$ cat src/inc/tas_cfg.svh
// register addresses, field positions and reset values of the alarm block
`ifndef TAS_CFG_SVH
`define TAS_CFG_SVH
// ==========================================================
// pointer addresses
`define TAS_PTR_STATUS 8'h02
`define TAS_PTR_CFG_RD 8'h03
`define TAS_PTR_CFG_WR 8'h09
`define TAS_PTR_ONESHOT 8'h0F
// ==========================================================
// configuration fields
`define TAS_CFG_MASK 7
`define TAS_CFG_SD 6
`define TAS_CFG_FSEL 5
`define TAS_CFG_RANGE 2
`define TAS_CFG_WMASK 8'hE4
`define TAS_CFG_RESET 8'h00
// ==========================================================
// status fields
`define TAS_ST_BUSY 7
`define TAS_ST_LOCAL_HIGH_TRIP_FLAG 6
`define TAS_ST_LOCAL_LOW_TRIP_FLAG 5
`define TAS_ST_REMOTE_HIGH_TRIP_FLAG 4
`define TAS_ST_REMOTE_LOW_TRIP_FLAG 3
`define TAS_ST_OPEN 2
`define TAS_ST_RTH 1
`define TAS_ST_LTH 0
// ==========================================================
// latched flag vector positions
`define TAS_FL_LH 4
`define TAS_FL_LL 3
`define TAS_FL_RH 2
`define TAS_FL_RL 1
`define TAS_FL_OP 0
`define TAS_FL_RESET 5'h00
// sticky masks: all five in alert mode, open flag only in secondary mode
`define TAS_FL_STK_ALR 5'h1F
`define TAS_FL_STK_SEC 5'h01
`define TAS_RD_RESET 8'h00
`endif

$ cat src/inc/tas_pkg.sv
// types shared by the temperature alarm block
package tas_pkg;
  // temperature code as delivered by the converter
  typedef logic [11:0] tas_temp_t;
  // conversion sequencer states
  typedef enum logic [1:0] {
    TAS_IDLE,
    TAS_CONV_LOCAL,
    TAS_CONV_REMOTE
  } tas_seq_t;
endpackage : tas_pkg

$ cat src/rtl/tas_alarm.sv
// status flags, alert latch, overheat pins and configuration of the monitor
`timescale 1ns/1ps
`include "tas_cfg.svh"

// Notes on behaviour
// - status register read-only at pointer 02h
// - bit 7 shows conversion in progress
// - bits 6..0 hold the seven trip flags
// - alert mode: five flags latch until read
// - secondary mode: only open flag is sticky
// - alert mode: any of the five latched flags sets latch, pin low
// - status read clears flags whose cause left
// - latch released only by address read
// - overheat flags set and clear by themselves
// - overheat pin releases at or below limit minus hysteresis
// - secondary pin follows high limits, hysteretic
// - config written 09h, read 03h, resets 00h
// - bit 7 masks alert pin, alert mode only
// - bit 6 shuts down after current sequence
// - clearing shutdown resumes; one-shot while shut
// - bit 5 picks alert or secondary pin
// - bit 2 selects standard or extended range
// - write to 0Fh runs one cycle, unstored
module tas_alarm (
  input wire logic clock,
  input wire logic rst_n,
  input wire logic ce,
  input wire logic reg_wr,
  input wire logic reg_rd,
  input wire logic [7:0] reg_ptr,
  input wire logic [7:0] reg_wdata,
  output logic [7:0] reg_rdata,
  input wire logic addr_rd,
  input wire logic rate_tick,
  output logic conv_req,
  output logic conv_remote,
  input wire logic result_valid,
  input wire tas_pkg::tas_temp_t result_temp,
  input wire logic remote_open,
  input wire tas_pkg::tas_temp_t local_high_lim,
  input wire tas_pkg::tas_temp_t local_low_lim,
  input wire tas_pkg::tas_temp_t remote_high_lim,
  input wire tas_pkg::tas_temp_t remote_low_lim,
  input wire tas_pkg::tas_temp_t local_overheat_output_lim,
  input wire tas_pkg::tas_temp_t remote_overheat_output_lim,
  input wire tas_pkg::tas_temp_t overheat_output_hyst,
  output logic range_extended,
  output logic overheat_output_o,
  output logic overheat_output_oe,
  output logic mpin_o,
  output logic mpin_oe
);
  import tas_pkg::*;

  // ==========================================================
  // state
  tas_seq_t seq_q, seq_d;
  logic oneshot_q, oneshot_d;
  logic [7:0] cfg_q, cfg_d;
  logic [4:0] cond_q, cond_d;
  logic [4:0] flag_q, flag_d;
  logic lth_q, lth_d;
  logic rth_q, rth_d;
  logic lh2_q, lh2_d;
  logic rh2_q, rh2_d;
  logic alert_q, alert_d;
  logic [7:0] rdata_q, rdata_d;
  logic overheat_output_low_q, overheat_output_low_d;
  logic mpin_low_q, mpin_low_d;

  // ==========================================================
  // decoded accesses and configuration fields
  logic st_rd;
  logic cfg_wr;
  logic os_wr;
  logic alert_mask;
  logic shutdown_bit;
  logic pin_function_select;
  logic loc_done;
  logic rem_done;
  logic [7:0] status;

  assign st_rd = reg_rd && (reg_ptr == `TAS_PTR_STATUS);
  assign cfg_wr = reg_wr && (reg_ptr == `TAS_PTR_CFG_WR);
  assign os_wr = reg_wr && (reg_ptr == `TAS_PTR_ONESHOT);
  assign alert_mask = cfg_q[`TAS_CFG_MASK];
  assign shutdown_bit = cfg_q[`TAS_CFG_SD];
  assign pin_function_select = cfg_q[`TAS_CFG_FSEL];
  assign range_extended = cfg_q[`TAS_CFG_RANGE];
  assign loc_done = result_valid && (seq_q == TAS_CONV_LOCAL);
  assign rem_done = result_valid && (seq_q == TAS_CONV_REMOTE);

  // ==========================================================
  // conversion sequencer
  always_comb begin
    seq_d = seq_q;
    oneshot_d = oneshot_q;
    unique case (seq_q)
      TAS_IDLE: begin
        // running converts on rate ticks, shutdown only on a one-shot
        if ((!shutdown_bit && rate_tick) || oneshot_q) begin
          seq_d = TAS_CONV_LOCAL;
          oneshot_d = 1'b0;
        end
      end
      TAS_CONV_LOCAL: begin
        if (result_valid) begin
          seq_d = TAS_CONV_REMOTE;
        end
      end
      TAS_CONV_REMOTE: begin
        // sequence always completes before shutdown takes hold
        if (result_valid) begin
          seq_d = TAS_IDLE;
        end
      end
      // unused code falls back to idle
      default: begin
        seq_d = TAS_IDLE;
      end
    endcase
    // one-shot only counts while shut down; data is discarded
    if (os_wr && shutdown_bit) begin
      oneshot_d = 1'b1;
    end
    if (!shutdown_bit) begin
      oneshot_d = 1'b0;
    end
  end

  assign conv_req = (seq_q != TAS_IDLE);
  assign conv_remote = (seq_q == TAS_CONV_REMOTE);

  // ==========================================================
  // configuration register, reserved bits kept at zero
  always_comb begin
    cfg_d = cfg_q;
    if (cfg_wr) begin
      cfg_d = reg_wdata & `TAS_CFG_WMASK;
    end
  end

  // ==========================================================
  // limit comparison on each finished channel
  always_comb begin
    cond_d = cond_q;
    lth_d = lth_q;
    rth_d = rth_q;
    lh2_d = lh2_q;
    rh2_d = rh2_q;
    if (loc_done) begin
      cond_d[`TAS_FL_LH] = result_temp > local_high_lim;
      cond_d[`TAS_FL_LL] = result_temp < local_low_lim;
      // sum compare keeps limit minus hysteresis from wrapping
      if (result_temp > local_overheat_output_lim) begin
        lth_d = 1'b1;
      end else if ({1'b0, result_temp} + {1'b0, overheat_output_hyst} <=
                   {1'b0, local_overheat_output_lim}) begin
        lth_d = 1'b0;
      end
      if (result_temp > local_high_lim) begin
        lh2_d = 1'b1;
      end else if ({1'b0, result_temp} + {1'b0, overheat_output_hyst} <=
                   {1'b0, local_high_lim}) begin
        lh2_d = 1'b0;
      end
    end
    if (rem_done) begin
      cond_d[`TAS_FL_RH] = result_temp > remote_high_lim;
      cond_d[`TAS_FL_RL] = result_temp < remote_low_lim;
      cond_d[`TAS_FL_OP] = remote_open;
      if (result_temp > remote_overheat_output_lim) begin
        rth_d = 1'b1;
      end else if ({1'b0, result_temp} + {1'b0, overheat_output_hyst} <=
                   {1'b0, remote_overheat_output_lim}) begin
        rth_d = 1'b0;
      end
      if (result_temp > remote_high_lim) begin
        rh2_d = 1'b1;
      end else if ({1'b0, result_temp} + {1'b0, overheat_output_hyst} <=
                   {1'b0, remote_high_lim}) begin
        rh2_d = 1'b0;
      end
    end
  end

  // ==========================================================
  // sticky flags: a new trip in the read cycle wins over the clear
  always_comb begin
    logic [4:0] trip;
    logic [4:0] sticky;
    trip = '0;
    // secondary mode keeps only the open flag sticky
    sticky = pin_function_select ? `TAS_FL_STK_SEC
                                 : `TAS_FL_STK_ALR;
    trip[`TAS_FL_LH] = loc_done && cond_d[`TAS_FL_LH];
    trip[`TAS_FL_LL] = loc_done && cond_d[`TAS_FL_LL];
    trip[`TAS_FL_RH] = rem_done && cond_d[`TAS_FL_RH];
    trip[`TAS_FL_RL] = rem_done && cond_d[`TAS_FL_RL];
    trip[`TAS_FL_OP] = rem_done && cond_d[`TAS_FL_OP];
    flag_d = flag_q;
    if (st_rd) begin
      flag_d = flag_q & cond_q;
    end
    flag_d = (flag_d | trip) & sticky;
  end

  // ==========================================================
  // alert latch, released only by the address read
  always_comb begin
    alert_d = alert_q;
    if (addr_rd && (flag_q == `TAS_FL_RESET) &&
        (cond_q == `TAS_FL_RESET)) begin
      alert_d = 1'b0;
    end
    if (!pin_function_select && (flag_q != `TAS_FL_RESET)) begin
      alert_d = 1'b1;
    end
  end

  // ==========================================================
  // status view and pin levels
  always_comb begin
    status = '0;
    status[`TAS_ST_BUSY] = conv_req;
    if (pin_function_select) begin
      status[`TAS_ST_LOCAL_HIGH_TRIP_FLAG] = lh2_q;
      status[`TAS_ST_LOCAL_LOW_TRIP_FLAG] = cond_q[`TAS_FL_LL];
      status[`TAS_ST_REMOTE_HIGH_TRIP_FLAG] = rh2_q;
      status[`TAS_ST_REMOTE_LOW_TRIP_FLAG] = cond_q[`TAS_FL_RL];
    end else begin
      status[`TAS_ST_LOCAL_HIGH_TRIP_FLAG] = flag_q[`TAS_FL_LH];
      status[`TAS_ST_LOCAL_LOW_TRIP_FLAG] = flag_q[`TAS_FL_LL];
      status[`TAS_ST_REMOTE_HIGH_TRIP_FLAG] = flag_q[`TAS_FL_RH];
      status[`TAS_ST_REMOTE_LOW_TRIP_FLAG] = flag_q[`TAS_FL_RL];
    end
    status[`TAS_ST_OPEN] = flag_q[`TAS_FL_OP];
    status[`TAS_ST_RTH] = rth_q;
    status[`TAS_ST_LTH] = lth_q;
    overheat_output_low_d = lth_d || rth_d;
    // low limits never reach the secondary pin
    if (pin_function_select) begin
      mpin_low_d = lh2_d || rh2_d;
    end else begin
      mpin_low_d = alert_d && !alert_mask;
    end
  end

  // ==========================================================
  // read data, captured on the read strobe
  always_comb begin
    rdata_d = rdata_q;
    if (reg_rd) begin
      unique case (reg_ptr)
        `TAS_PTR_STATUS: rdata_d = status;
        `TAS_PTR_CFG_RD: rdata_d = cfg_q;
        default: rdata_d = `TAS_RD_RESET;
      endcase
    end
  end

  // ==========================================================
  // registers, frozen while ce is low
  always_ff @(posedge clock or negedge rst_n) begin
    if (!rst_n) begin
      seq_q <= TAS_IDLE;
      oneshot_q <= 1'b0;
      cfg_q <= `TAS_CFG_RESET;
      cond_q <= `TAS_FL_RESET;
      flag_q <= `TAS_FL_RESET;
      lth_q <= 1'b0;
      rth_q <= 1'b0;
      lh2_q <= 1'b0;
      rh2_q <= 1'b0;
      alert_q <= 1'b0;
      rdata_q <= `TAS_RD_RESET;
      overheat_output_low_q <= 1'b0;
      mpin_low_q <= 1'b0;
    end else if (ce) begin
      seq_q <= seq_d;
      oneshot_q <= oneshot_d;
      cfg_q <= cfg_d;
      cond_q <= cond_d;
      flag_q <= flag_d;
      lth_q <= lth_d;
      rth_q <= rth_d;
      lh2_q <= lh2_d;
      rh2_q <= rh2_d;
      alert_q <= alert_d;
      rdata_q <= rdata_d;
      overheat_output_low_q <= overheat_output_low_d;
      mpin_low_q <= mpin_low_d;
    end
  end

  // ==========================================================
  // open-drain pins only ever pull low
  assign reg_rdata = rdata_q;
  assign overheat_output_o = 1'b0;
  assign overheat_output_oe = overheat_output_low_q;
  assign mpin_o = 1'b0;
  assign mpin_oe = mpin_low_q;
endmodule : tas_alarm

$ cat config.mk
export PLATFORM = sky130hd
export DESIGN_NAME = tas_alarm
export DESIGN_NICKNAME = d
export VERILOG_FILES = /design/src/inc/tas_pkg.sv /design/src/rtl/tas_alarm.sv
export VERILOG_INCLUDE_DIRS = /design/src /design/src/inc
export SDC_FILE = /design/constraint.sdc
export NUM_CORES = 1
export LEC_CHECK = 0
export BUFFER_PORTS_ARGS = -buffer_cell sky130_fd_sc_hd__buf_4
export CORE_MARGIN = 2
export CORE_UTILIZATION = 54
export DETAILED_ROUTE_END_ITERATION = 6
export GPL_ROUTABILITY_DRIVEN = 0
export GPL_TIMING_DRIVEN = 0
export PLACE_DENSITY = 0.82
export RECOVER_POWER = 25
export SLEW_MARGIN = 10
export SYNTH_ARGS = -nofsm -noshare
export SYNTH_HDL_FRONTEND = slang
export SYNTH_SLANG_ARGS = --single-unit
$ cat constraint.sdc
create_clock -name clock -period 1.91 [get_ports clock]
set_input_delay 0.4775 -clock clock [delete_from_list [all_inputs] [get_ports clock]]
set_output_delay 0.4775 -clock clock [all_outputs]
set_load 0.03 [all_outputs]
==> impl_metrics.tcl, run 1 <==
set metrics [dict create \
    power.leakage_nw 3.427 \
    r2r_slack_ns -0.18 \
    path_cells "buf_4 > ha_1 > o21a_1 > o31a_1 > o21a_2 > a21o_1 > a21oi_2 > xnor2_2 > ha_1 > a21o_1 > a21o_1 > mux2i_1 > o211ai_1 > a221oi_2 > a221oi_1" \
    cp.depth 15 \
    setup-violations-final 8 \
    yosysTopAreaCellShare_pct 34.18 \
    place_hpwl_mm 11.80 \
    slew_headroom_pct 47.36 \
    yosys_warnings 0 \
    slowest_delay_ns 0.38 \
    cts_root_buffer "clkbuf_8" \
    rsz0062_at_grt "true" \
    ys_seq_area_share_pct 16.83 \
    grt_pass1_vias 5339 \
    ios 136 \
    post_synth_num_cell_types 53 \
    syn_inst 583 \
    comb_power_share_pct 55.9 \
    coreArea_um2 8636 \
    fin_ws_ns -1.353 \
    num_antenna_cells 0 \
    ir_worst_vdd_uv 409.5 \
    drv_cap 0 \
    crit_slowest_cell "ha_1" \
    clkSinkCount 32 \
    regArea_um2 800.8 \
    fin_skew_ns 0.008878 \
    post-route-drc-count 1 \
    crit_family "compound AO/OA/AOI/OAI gates" \
    path_buf_inv 1 \
    synth_area_um2 4758 \
    reg2reg_to "overheat_output_oe" \
    critPathRequiredTime_ns 2.05 \
    period_share_pct 170.8 \
    min_period_ns 3.263 \
    tritoncts "yes" \
    antenna_found_initial 0 \
    p_sw_share_pct 41.04 \
    cp.arrival_ns 3.41 \
    ys_seq_elements 32 \
    first_iter_violations 374 \
    io_buffer_count 129 \
    r2r_cells 6 \
    finalMaxSlewViolations 0 \
    end_kind "register" \
    power.switching_mw 1.559 \
    grt_max_degree 33 \
    dp_cells 821 \
    final_hold_viol_count 0 \
    crit_path_start "result_temp[4]" \
    synthTopCellsByCount "ha_1, inv_1, a21oi_1, nand2_1, o21ai_0" \
    finalNonFillerCells 847 \
    reg2reg_from "seq_q[0]" \
    cts_buffers 5 \
    wl_mm 15.37 \
    die_h_um 97.87 \
    power_frac_seq_pct 25.1 \
    clockBufferDepth 2 \
    synth_most_common_cell "ha_1" \
    status "complete, but fails checks" \
    chipWidth_um 97.87 \
    synth-async-reset-ratio_pct 100.0 \
    fmax_mhz 306.4 \
    pre_cts_slack_ns -1.903 \
    crit_fanout 7 \
    cp_common_cell "a21o_1" \
    nFillCells 635 \
    area_growth_pct 35.63 \
    powerDensity_nw_per_um2 588.5 \
    synth_edf_count 0 \
    avgSynthCellArea_um2 8.162 \
    ys.flop_type "dfrtp_1" \
    critPathKind "in2reg" \
    initial_core_util_pct 55.10 \
    drive_above_1_share_pct 28.69 \
    vias 5162 \
    first_pass_iters 7 \
    grt_overflow_total 0 \
    failed_checks "DRC, setup timing" \
    synth_largest_area_cell "ha_1" \
    hold_path_class "in2async" \
    avgViaCountPerCell 6.094 \
    internal_power_mw 2.239 \
    ctsHoldBuffers 0 \
    die_area_um2 9579 \
    multi_input_area_um2 3915 \
    synth_area_leaders "ha_1, dfrtp_1, inv_1" \
    power_frac_clock_pct 19.0 \
    rows 34 \
    clk_latency_ns 0.29 \
    nets 990 \
    grt_first_pass_wirelength_mm 24.51 \
    clk_pin_slew_ns 0.07 \
    worst_setup_path_start_kind "input pin" \
    wl_per_cell_um 18.15 \
    cts.htree.levels 2 \
    ant_nets 0 \
    track_usage_pct 31.18 \
    tightest_slew_ns 0.7896 \
]
area by class of cell:
cell class,count,area share [%]
flip-flops and latches,32,12.41
plain buffers,6,0.4653
repair buffers,147,17.41
multi-input cells,461,60.66
well taps,108,2.094
inverters,85,5.002
clock buffers,7,1.493
clock inverters,1,0.4653
layer usage:
metal / share of wire (%) / vias up / track usage [%]
li1: - / 2435 / -
met1: 40 / 2416 / 38.96
met2: 49 / 247 / 53.58
met3: 7.3 / 64 / 5.512
met4: 4.2 / 0 / 11.97
met5: 0 / - / 0
worst max-delay path by stage:
stage	to	slack, ns
6_report	mpin_oe	-1.35
5_1_grt	mpin_oe	-1.57
4_1_cts	mpin_oe	-1.33
3_5_place_dp	mpin_oe	-1.90
3_3_place_gp	mpin_oe	-1.85
2_1_floorplan	mpin_oe	-1.34
repair_timing:
action,CTS,global route
pin swaps,26,18
gates resized for setup,41,18
endpoints found under the setup margin,8,15
buffers inserted,11,8
power groups by stage:
stage | Clock [mW] | Combinational [mW] | Sequential [mW]
detailed placement | 0 | 1.76 | 0.943
global route | 0.763 | 2.35 | 0.966
CTS | 0.720 | 1.96 | 0.939
global placement | 0 | 1.66 | 0.935
finish | 0.723 | 2.12 | 0.951
floorplan | 0 | 1.14 | 0.910
worst register-to-register path, stage by stage, from the launching register on:
cell	delay, ns
dfrtp_1	0.43
nor2b_1	0.15
and2_1	0.31
nor3b_1	0.36
a21boi_0	0.18
a311oi_2	0.33
a41oi_1	0.17
state kept, by name, indices dropped and copies added (netlist names), 2 cells and up:
signal	count
reg_rdata	8
cond_q	5
flag_q	5
cfg_q	4
seq_q	2
metrics by stage:
step | cell area [µm²] | hold WS, ns | util [%] | power [mW] | TNS (ns)
2_1_floorplan | 4805 | 0.1819 | - | 2.046 | -6.963
3_3_place_gp | 5908 | 0.4282 | 68.42 | 2.599 | -12.67
3_5_place_dp | 5908 | 0.4325 | 68.42 | 2.706 | -13.45
4_1_cts | 6332 | 0.1237 | 73.33 | 3.616 | -7.113
5_1_grt | 6454 | 0.3168 | 74.73 | 4.081 | -8.967
6_report | 6454 | 0.2520 | 74.73 | 3.798 | -7.794
cells in the final DEF, fill, tap and decap left out, types with 8 or more instances in the layout:
cell type,synthesis,routed
a211oi_1,8,8
a21o_1,19,19
a21oi_1,49,42
buf_4,2,143
dfrtp_1,32,32
ha_1,130,122
ha_4,0,8
inv_1,85,82
nand2_1,43,41
nand3_1,19,16
nand4_1,19,19
nor2_1,28,28
nor2b_1,12,11
o211ai_1,11,11
o21ai_0,38,25
o21ai_1,0,11
cell families after synthesis:
| kind of cell | Yosys count | synth area share [%] |
|---|---|---|
| buffers and inverters | 91 | 7.336 |
| XOR/XNOR | 9 | 1.657 |
| adder cells (fa/ha/maj) | 131 | 34.60 |
| multiplexers | 8 | 2.104 |
| flip-flops | 32 | 16.83 |
| AND/OR/NAND/NOR | 149 | 16.01 |
| AO/OA/AOI/OAI | 162 | 21.38 |
| other | 1 | 0.07881 |
Note: power is estimated with default switching activity, not from simulation.
==> run 2, diff against run 1 <==
--- a/config.mk
+++ b/config.mk
@@ -14,6 +14,7 @@
 export GPL_TIMING_DRIVEN = 0
 export PLACE_DENSITY = 0.82
 export RECOVER_POWER = 25
+export REMOVE_ABC_BUFFERS = 1
 export SLEW_MARGIN = 10
 export SYNTH_ARGS = -nofsm -noshare
 export SYNTH_HDL_FRONTEND = slang
==> run 2 against run 1 <==
Compared with the run above: sequential share of layout area down 0.062 points; flip-flop and latch count unchanged; cell count increased by 0.47%; critical path type unchanged; utilization increased by 0.38 points; hold slack improved by 0.0020 ns; via count rose by 0.29%; the run ends with setup timing left; fmax fell by 1.4%; clock skew decreased by 0.0020 ns; sequential power is 0.5% lower; routed wire length shrank 0.40%; total power decreased by 4.5%; die area is the same.
==> impl_metrics.tcl, run 2 (synthesized netlist as in run 1, its figures left out) <==
set metrics [dict create \
    status "complete, but fails checks" \
    failed_checks "setup timing" \
    wl_mm 15.31 \
    power.leakage_nw 3.459 \
    ctsHoldBuffers 0 \
    cts.htree.levels 2 \
    post-route-drc-count 0 \
    crit_fanout 3 \
    finalNonFillerCells 851 \
    clockBufferDepth 2 \
    reg2reg_from "seq_q[1]" \
    ir_worst_vdd_uv 321.8 \
    avgViaCountPerCell 6.083 \
    wl_per_cell_um 17.99 \
    io_buffer_count 129 \
    p_total_mw 3.625 \
    die_area_um2 9579 \
    tightest_slew_ns 0.7949 \
    met1_usage_pct 37.69 \
    area_growth_pct 36.31 \
    min_period_ns 3.310 \
    final_common_cell "buf_4" \
    reg2reg_to "overheat_output_oe" \
    antenna_found_initial 0 \
    initial_core_util_pct 55.10 \
    first_pass_iters 5 \
    nets 995 \
    drv_cap 0 \
    finalMaxSlewViolations 0 \
    clkSinkCount 32 \
    drive_above_1_share_pct 29.61 \
    first_iter_violations 342 \
    die_h_um 97.87 \
    worst_setup_path_start_kind "input pin" \
    track_usage_pct 30.12 \
    end_kind "register" \
    cp.arrival_ns 3.50 \
    r2r_slack_ns -0.04 \
    num_antenna_cells 0 \
    r2r_cells 6 \
    grt_overflow_total 0 \
    fin_skew_ns 0.006907 \
    grt_max_degree 33 \
    cts_root_buffer "clkbuf_8" \
    layout_common_cells "buf_4, ha_1, inv_1" \
    cts_buffers 5 \
    critPathKind "in2reg" \
    met3_usage_pct 5.225 \
    vias 5177 \
    grt.met2_usage_pct 50.63 \
    dp_cells 815 \
    powerDensity_nw_per_um2 558.9 \
    grt_pass1_vias 5251 \
    ios 136 \
    rows 34 \
    place_hpwl_mm 11.50 \
    clk_pin_slew_ns 0.07 \
    setup-violations-final 13 \
    ant_nets 0 \
    largest_reg_flops 8 \
    final_hold_viol_count 0 \
    clk_latency_ns 0.30 \
    fmax_mhz 302.1 \
    slew_headroom_pct 47.01 \
    grt_busiest_layer "met2" \
    hold_path_class "in2async" \
    rsz0062_at_grt "true" \
    chipWidth_um 97.87 \
    fin_ws_ns -1.400 \
    tritoncts "yes" \
    period_share_pct 173.3 \
    coreArea_um2 8636 \
    grt_first_pass_wirelength_mm 23.75 \
    critPathRequiredTime_ns 2.10 \
]
run 2: layer usage:
metal	wire, µm	vias to the layer above
met3	1031	75
met1	6134	2416
met4	756	0
met2	7388	254
li1	-	2432
met5	0	-
run 2: how the worst max path moves through the flow:
stage	from	endpoint	slack [ns]	cells after the start
after global placement	result_temp[0]	mpin_oe	-2.07	17
after floorplan	result_temp[0]	mpin_oe	-1.45	16
after CTS	result_temp[0]	mpin_oe	-1.46	17
final	result_temp[0]	lh2_q	-1.40	19
after global routing	result_temp[4]	lh2_q	-1.59	17
after detailed placement	result_temp[0]	lh2_q	-2.10	18
run 2: critical path: stages:
cell and delay, ns:
buf_8 0.10, ha_4 0.15, inv_2 0.05, fa_2 0.22
nor2b_4 0.05, o31a_1 0.26, buf_4 0.15, o21a_1 0.17
nor2_2 0.13, xnor2_2 0.13, buf_4 0.16, ha_1 0.31
and4_1 0.23, a21oi_1 0.16, o211ai_1 0.11, o21ai_1 0.20
nand4_1 0.19, o21ai_2 0.19, nand2_1 0.06
run 2: timing repair:
| action | CTS | global route |
|---|---|---|
| resized for setup | 34 | 40 |
| setup endpoints to repair | 10 | 16 |
| setup buffers | 14 | 16 |
| pin swaps | 31 | 45 |
run 2: per-stage QoR:
stage          area [µm²]  setup slack, ns  hold WS (ns)  setup TNS (ns)  util, %
2_1_floorplan        4732           -1.452        0.1819          -7.876        -
3_3_place_gp         5836           -2.068        0.4271          -12.76    67.57
3_5_place_dp         5836           -2.105        0.4323          -13.74    67.57
4_1_cts              6207           -1.461        0.1251          -7.689    71.88
5_1_grt              6486           -1.590        0.3094          -9.601    75.11
6_report             6486           -1.400        0.2540          -8.379    75.11
run 2: area by class of cell:
class                      count  area (µm²)
sequential                    32       800.8
clock buffer                   7       96.34
multi-input combinational    461        3910
tap                          108       135.1
fill                         595        2150
inverter                      85       326.6
timing repair buffer         158        1217
run 2: power by group:
| group | internal, mW | leakage (nW) | switching [mW] |
|---|---|---|---|
| Clock | 0.321 | 0.0503 | 0.262 |
| Sequential | 0.808 | 0.391 | 0.137 |
| Combinational | 0.961 | 3.02 | 1.14 |
==> run 3, diff against run 2 <==
--- a/config.mk
+++ b/config.mk
@@ -7,14 +7,11 @@
 export NUM_CORES = 1
 export LEC_CHECK = 0
 export BUFFER_PORTS_ARGS = -buffer_cell sky130_fd_sc_hd__buf_4
-export CORE_MARGIN = 2
 export CORE_UTILIZATION = 54
 export DETAILED_ROUTE_END_ITERATION = 6
 export GPL_ROUTABILITY_DRIVEN = 0
 export GPL_TIMING_DRIVEN = 0
 export PLACE_DENSITY = 0.82
-export RECOVER_POWER = 25
-export REMOVE_ABC_BUFFERS = 1
 export SLEW_MARGIN = 10
 export SYNTH_ARGS = -nofsm -noshare
 export SYNTH_HDL_FRONTEND = slang
==> run 3 against run 2 <==
Compared with the run above: the flow still finishes with violations (setup timing); routed wire length shrank 0.40%; critical path depth shrank 2; register-to-register slack is essentially flat; cell count shrank 0.82%; fmax shrank 3.3%; sequential power shrank 0.5%; flip-flop and latch count is the same; via count shrank 1.4%; combinational power is essentially flat; highest routed layer unchanged; count of clock-buffer cells in the layout grew 1.
==> impl_metrics.tcl, run 3 (synthesized netlist as in run 1, its figures left out) <==
set metrics [dict create \
    die_area_um2 9191 \
    grt_first_pass_wirelength_mm 23.09 \
    ant_nets 0 \
    initial_core_util_pct 56.77 \
    cts_root_buffer "clkbuf_8" \
    grt_pass1_vias 5084 \
    crit_slowest_cell "o31a_1" \
    first_pass_iters 5 \
    vias 5106 \
    r2r_slack_ns -0.05 \
    track_usage_pct 32.88 \
    p_total_mw 3.590 \
    clk_latency_ns 0.28 \
    nets 990 \
    grt_overflow_total 0 \
    final_common_cell "buf_4" \
    clockBufferDepth 2 \
    die_h_um 95.87 \
    first_iter_violations 303 \
    dpl-instance-area_um2 5904 \
    tightest_slew_ns 0.5854 \
    slew_headroom_pct 59.97 \
    layout_common_cells "buf_4, ha_1, inv_1" \
    place_hpwl_mm 11.96 \
    pre_cts_slack_ns -2.018 \
    cp_common_cell "a21o_1" \
    reg2reg_to "overheat_output_oe" \
    rsz0062_at_grt "true" \
    ir_worst_vdd_uv 278.2 \
    drv_cap 0 \
    crit_fanout 3 \
    cts_buffers 5 \
    critPathKind "in2reg" \
    min_period_ns 3.422 \
    antenna_found_initial 0 \
    coreArea_um2 8382 \
    status "complete, but fails checks" \
    reg2reg_from "seq_q[0]" \
    fin_ws_ns -1.512 \
    totalNegativeSetupSlack_ns -9.007 \
    post-route-drc-count 0 \
    fin_hold_ws_ns 0.1186 \
    num_antenna_cells 0 \
    chipWidth_um 95.87 \
    slowest_delay_ns 0.33 \
    io_buffer_count 129 \
    powerDensity_nw_per_um2 555.7 \
    area_growth_pct 35.79 \
    finalMaxSlewViolations 0 \
    end_kind "register" \
    cts.htree.levels 2 \
    hold_path_class "in2async" \
    critPathRequiredTime_ns 2.05 \
    ios 136 \
    r2r_cells 6 \
    final_hold_viol_count 0 \
    cp.arrival_ns 3.56 \
    wl_mm 15.25 \
    fmax_mhz 292.2 \
    utilization_pct 77.09 \
    period_share_pct 179.2 \
    clk_pin_slew_ns 0.06 \
    rows 33 \
    worst_setup_path_start_kind "input pin" \
    avgViaCountPerCell 6.050 \
    drive_above_1_share_pct 29.63 \
    fin_skew_ns 0.003518 \
    path_cells "buf_8 > ha_4 > inv_2 > fa_2 > nor2b_2 > o31a_1 > o21a_2 > a21o_1 > a21oi_2 > xnor2_2 > ha_1 > a21o_1 > a21o_1 > nor4_2 > o211ai_1 > a221oi_2 > a221oi_2" \
    failed_checks "setup timing" \
    largest_reg_flops 8 \
    wl_per_cell_um 18.07 \
    dp_cells 818 \
    tritoncts "yes" \
    finalNonFillerCells 844 \
    clkSinkCount 32 \
    grt_max_degree 33 \
    setup-violations-final 9 \
    power.leakage_nw 3.425 \
    final_cell_area_um2 6461 \
]
[run 3: where the power goes]
| group | leakage (nW) | switching (mW) | internal, mW |
|---|---|---|---|
| logic | 2.99 | 1.16 | 0.956 |
| clock network | 0.0455 | 0.241 | 0.294 |
| registers | 0.391 | 0.132 | 0.809 |
[run 3: how the worst max path moves through the flow]
| stage | cells past startpoint | slack, ns | endpoint | startpoint |
|---|---|---|---|---|
| floorplan | 16 | -1.34 | mpin_oe | result_temp[0] |
| global placement | 16 | -1.91 | mpin_oe | result_temp[1] |
| detailed placement | 16 | -2.02 | mpin_oe | result_temp[1] |
| CTS | 17 | -1.39 | mpin_oe | result_temp[0] |
| global route | 17 | -1.66 | mpin_oe | result_temp[0] |
| finish | 17 | -1.51 | mpin_oe | result_temp[0] |
[run 3: layer usage]
| metal | track usage, % | up-vias | part of all wire [%] |
|---|---|---|---|
| met1 | 39.84 | 2410 | 42 |
| li1 | - | 2427 | - |
| met4 | 11.94 | 0 | 2.7 |
| met5 | 0 | - | 0 |
| met3 | 5.608 | 43 | 6.6 |
| met2 | 58.21 | 226 | 49 |
[run 3: what timing repair did]
item                                   4_1_cts  5_1_grt
buffers inserted                             8       12
setup endpoints to repair                   12       15
endpoints found under the hold margin        0        0
gates resized for setup                     38       39
hold buffers                                 0        0
pin swaps                                   24       29
[run 3: final cells by class]
type                    count  area [µm²]
flip-flops and latches     32       800.8
plain buffers               5       26.28
repair buffers            148        1156
inverters                  85       322.8
fillers                   586        1921
multi-input cells         461        3934
clock buffers               8       90.09
well taps                 105       131.4
[run 3: worst max-delay path, delay by kind of cell]
family / cells / cell delay [ns]
buffers and inverters: 2 / 0.15
AO/OA/AOI/OAI: 9 / 1.90
adder cells (fa/ha/maj): 3 / 0.65
XOR/XNOR: 1 / 0.16
AND/OR/NAND/NOR: 2 / 0.20
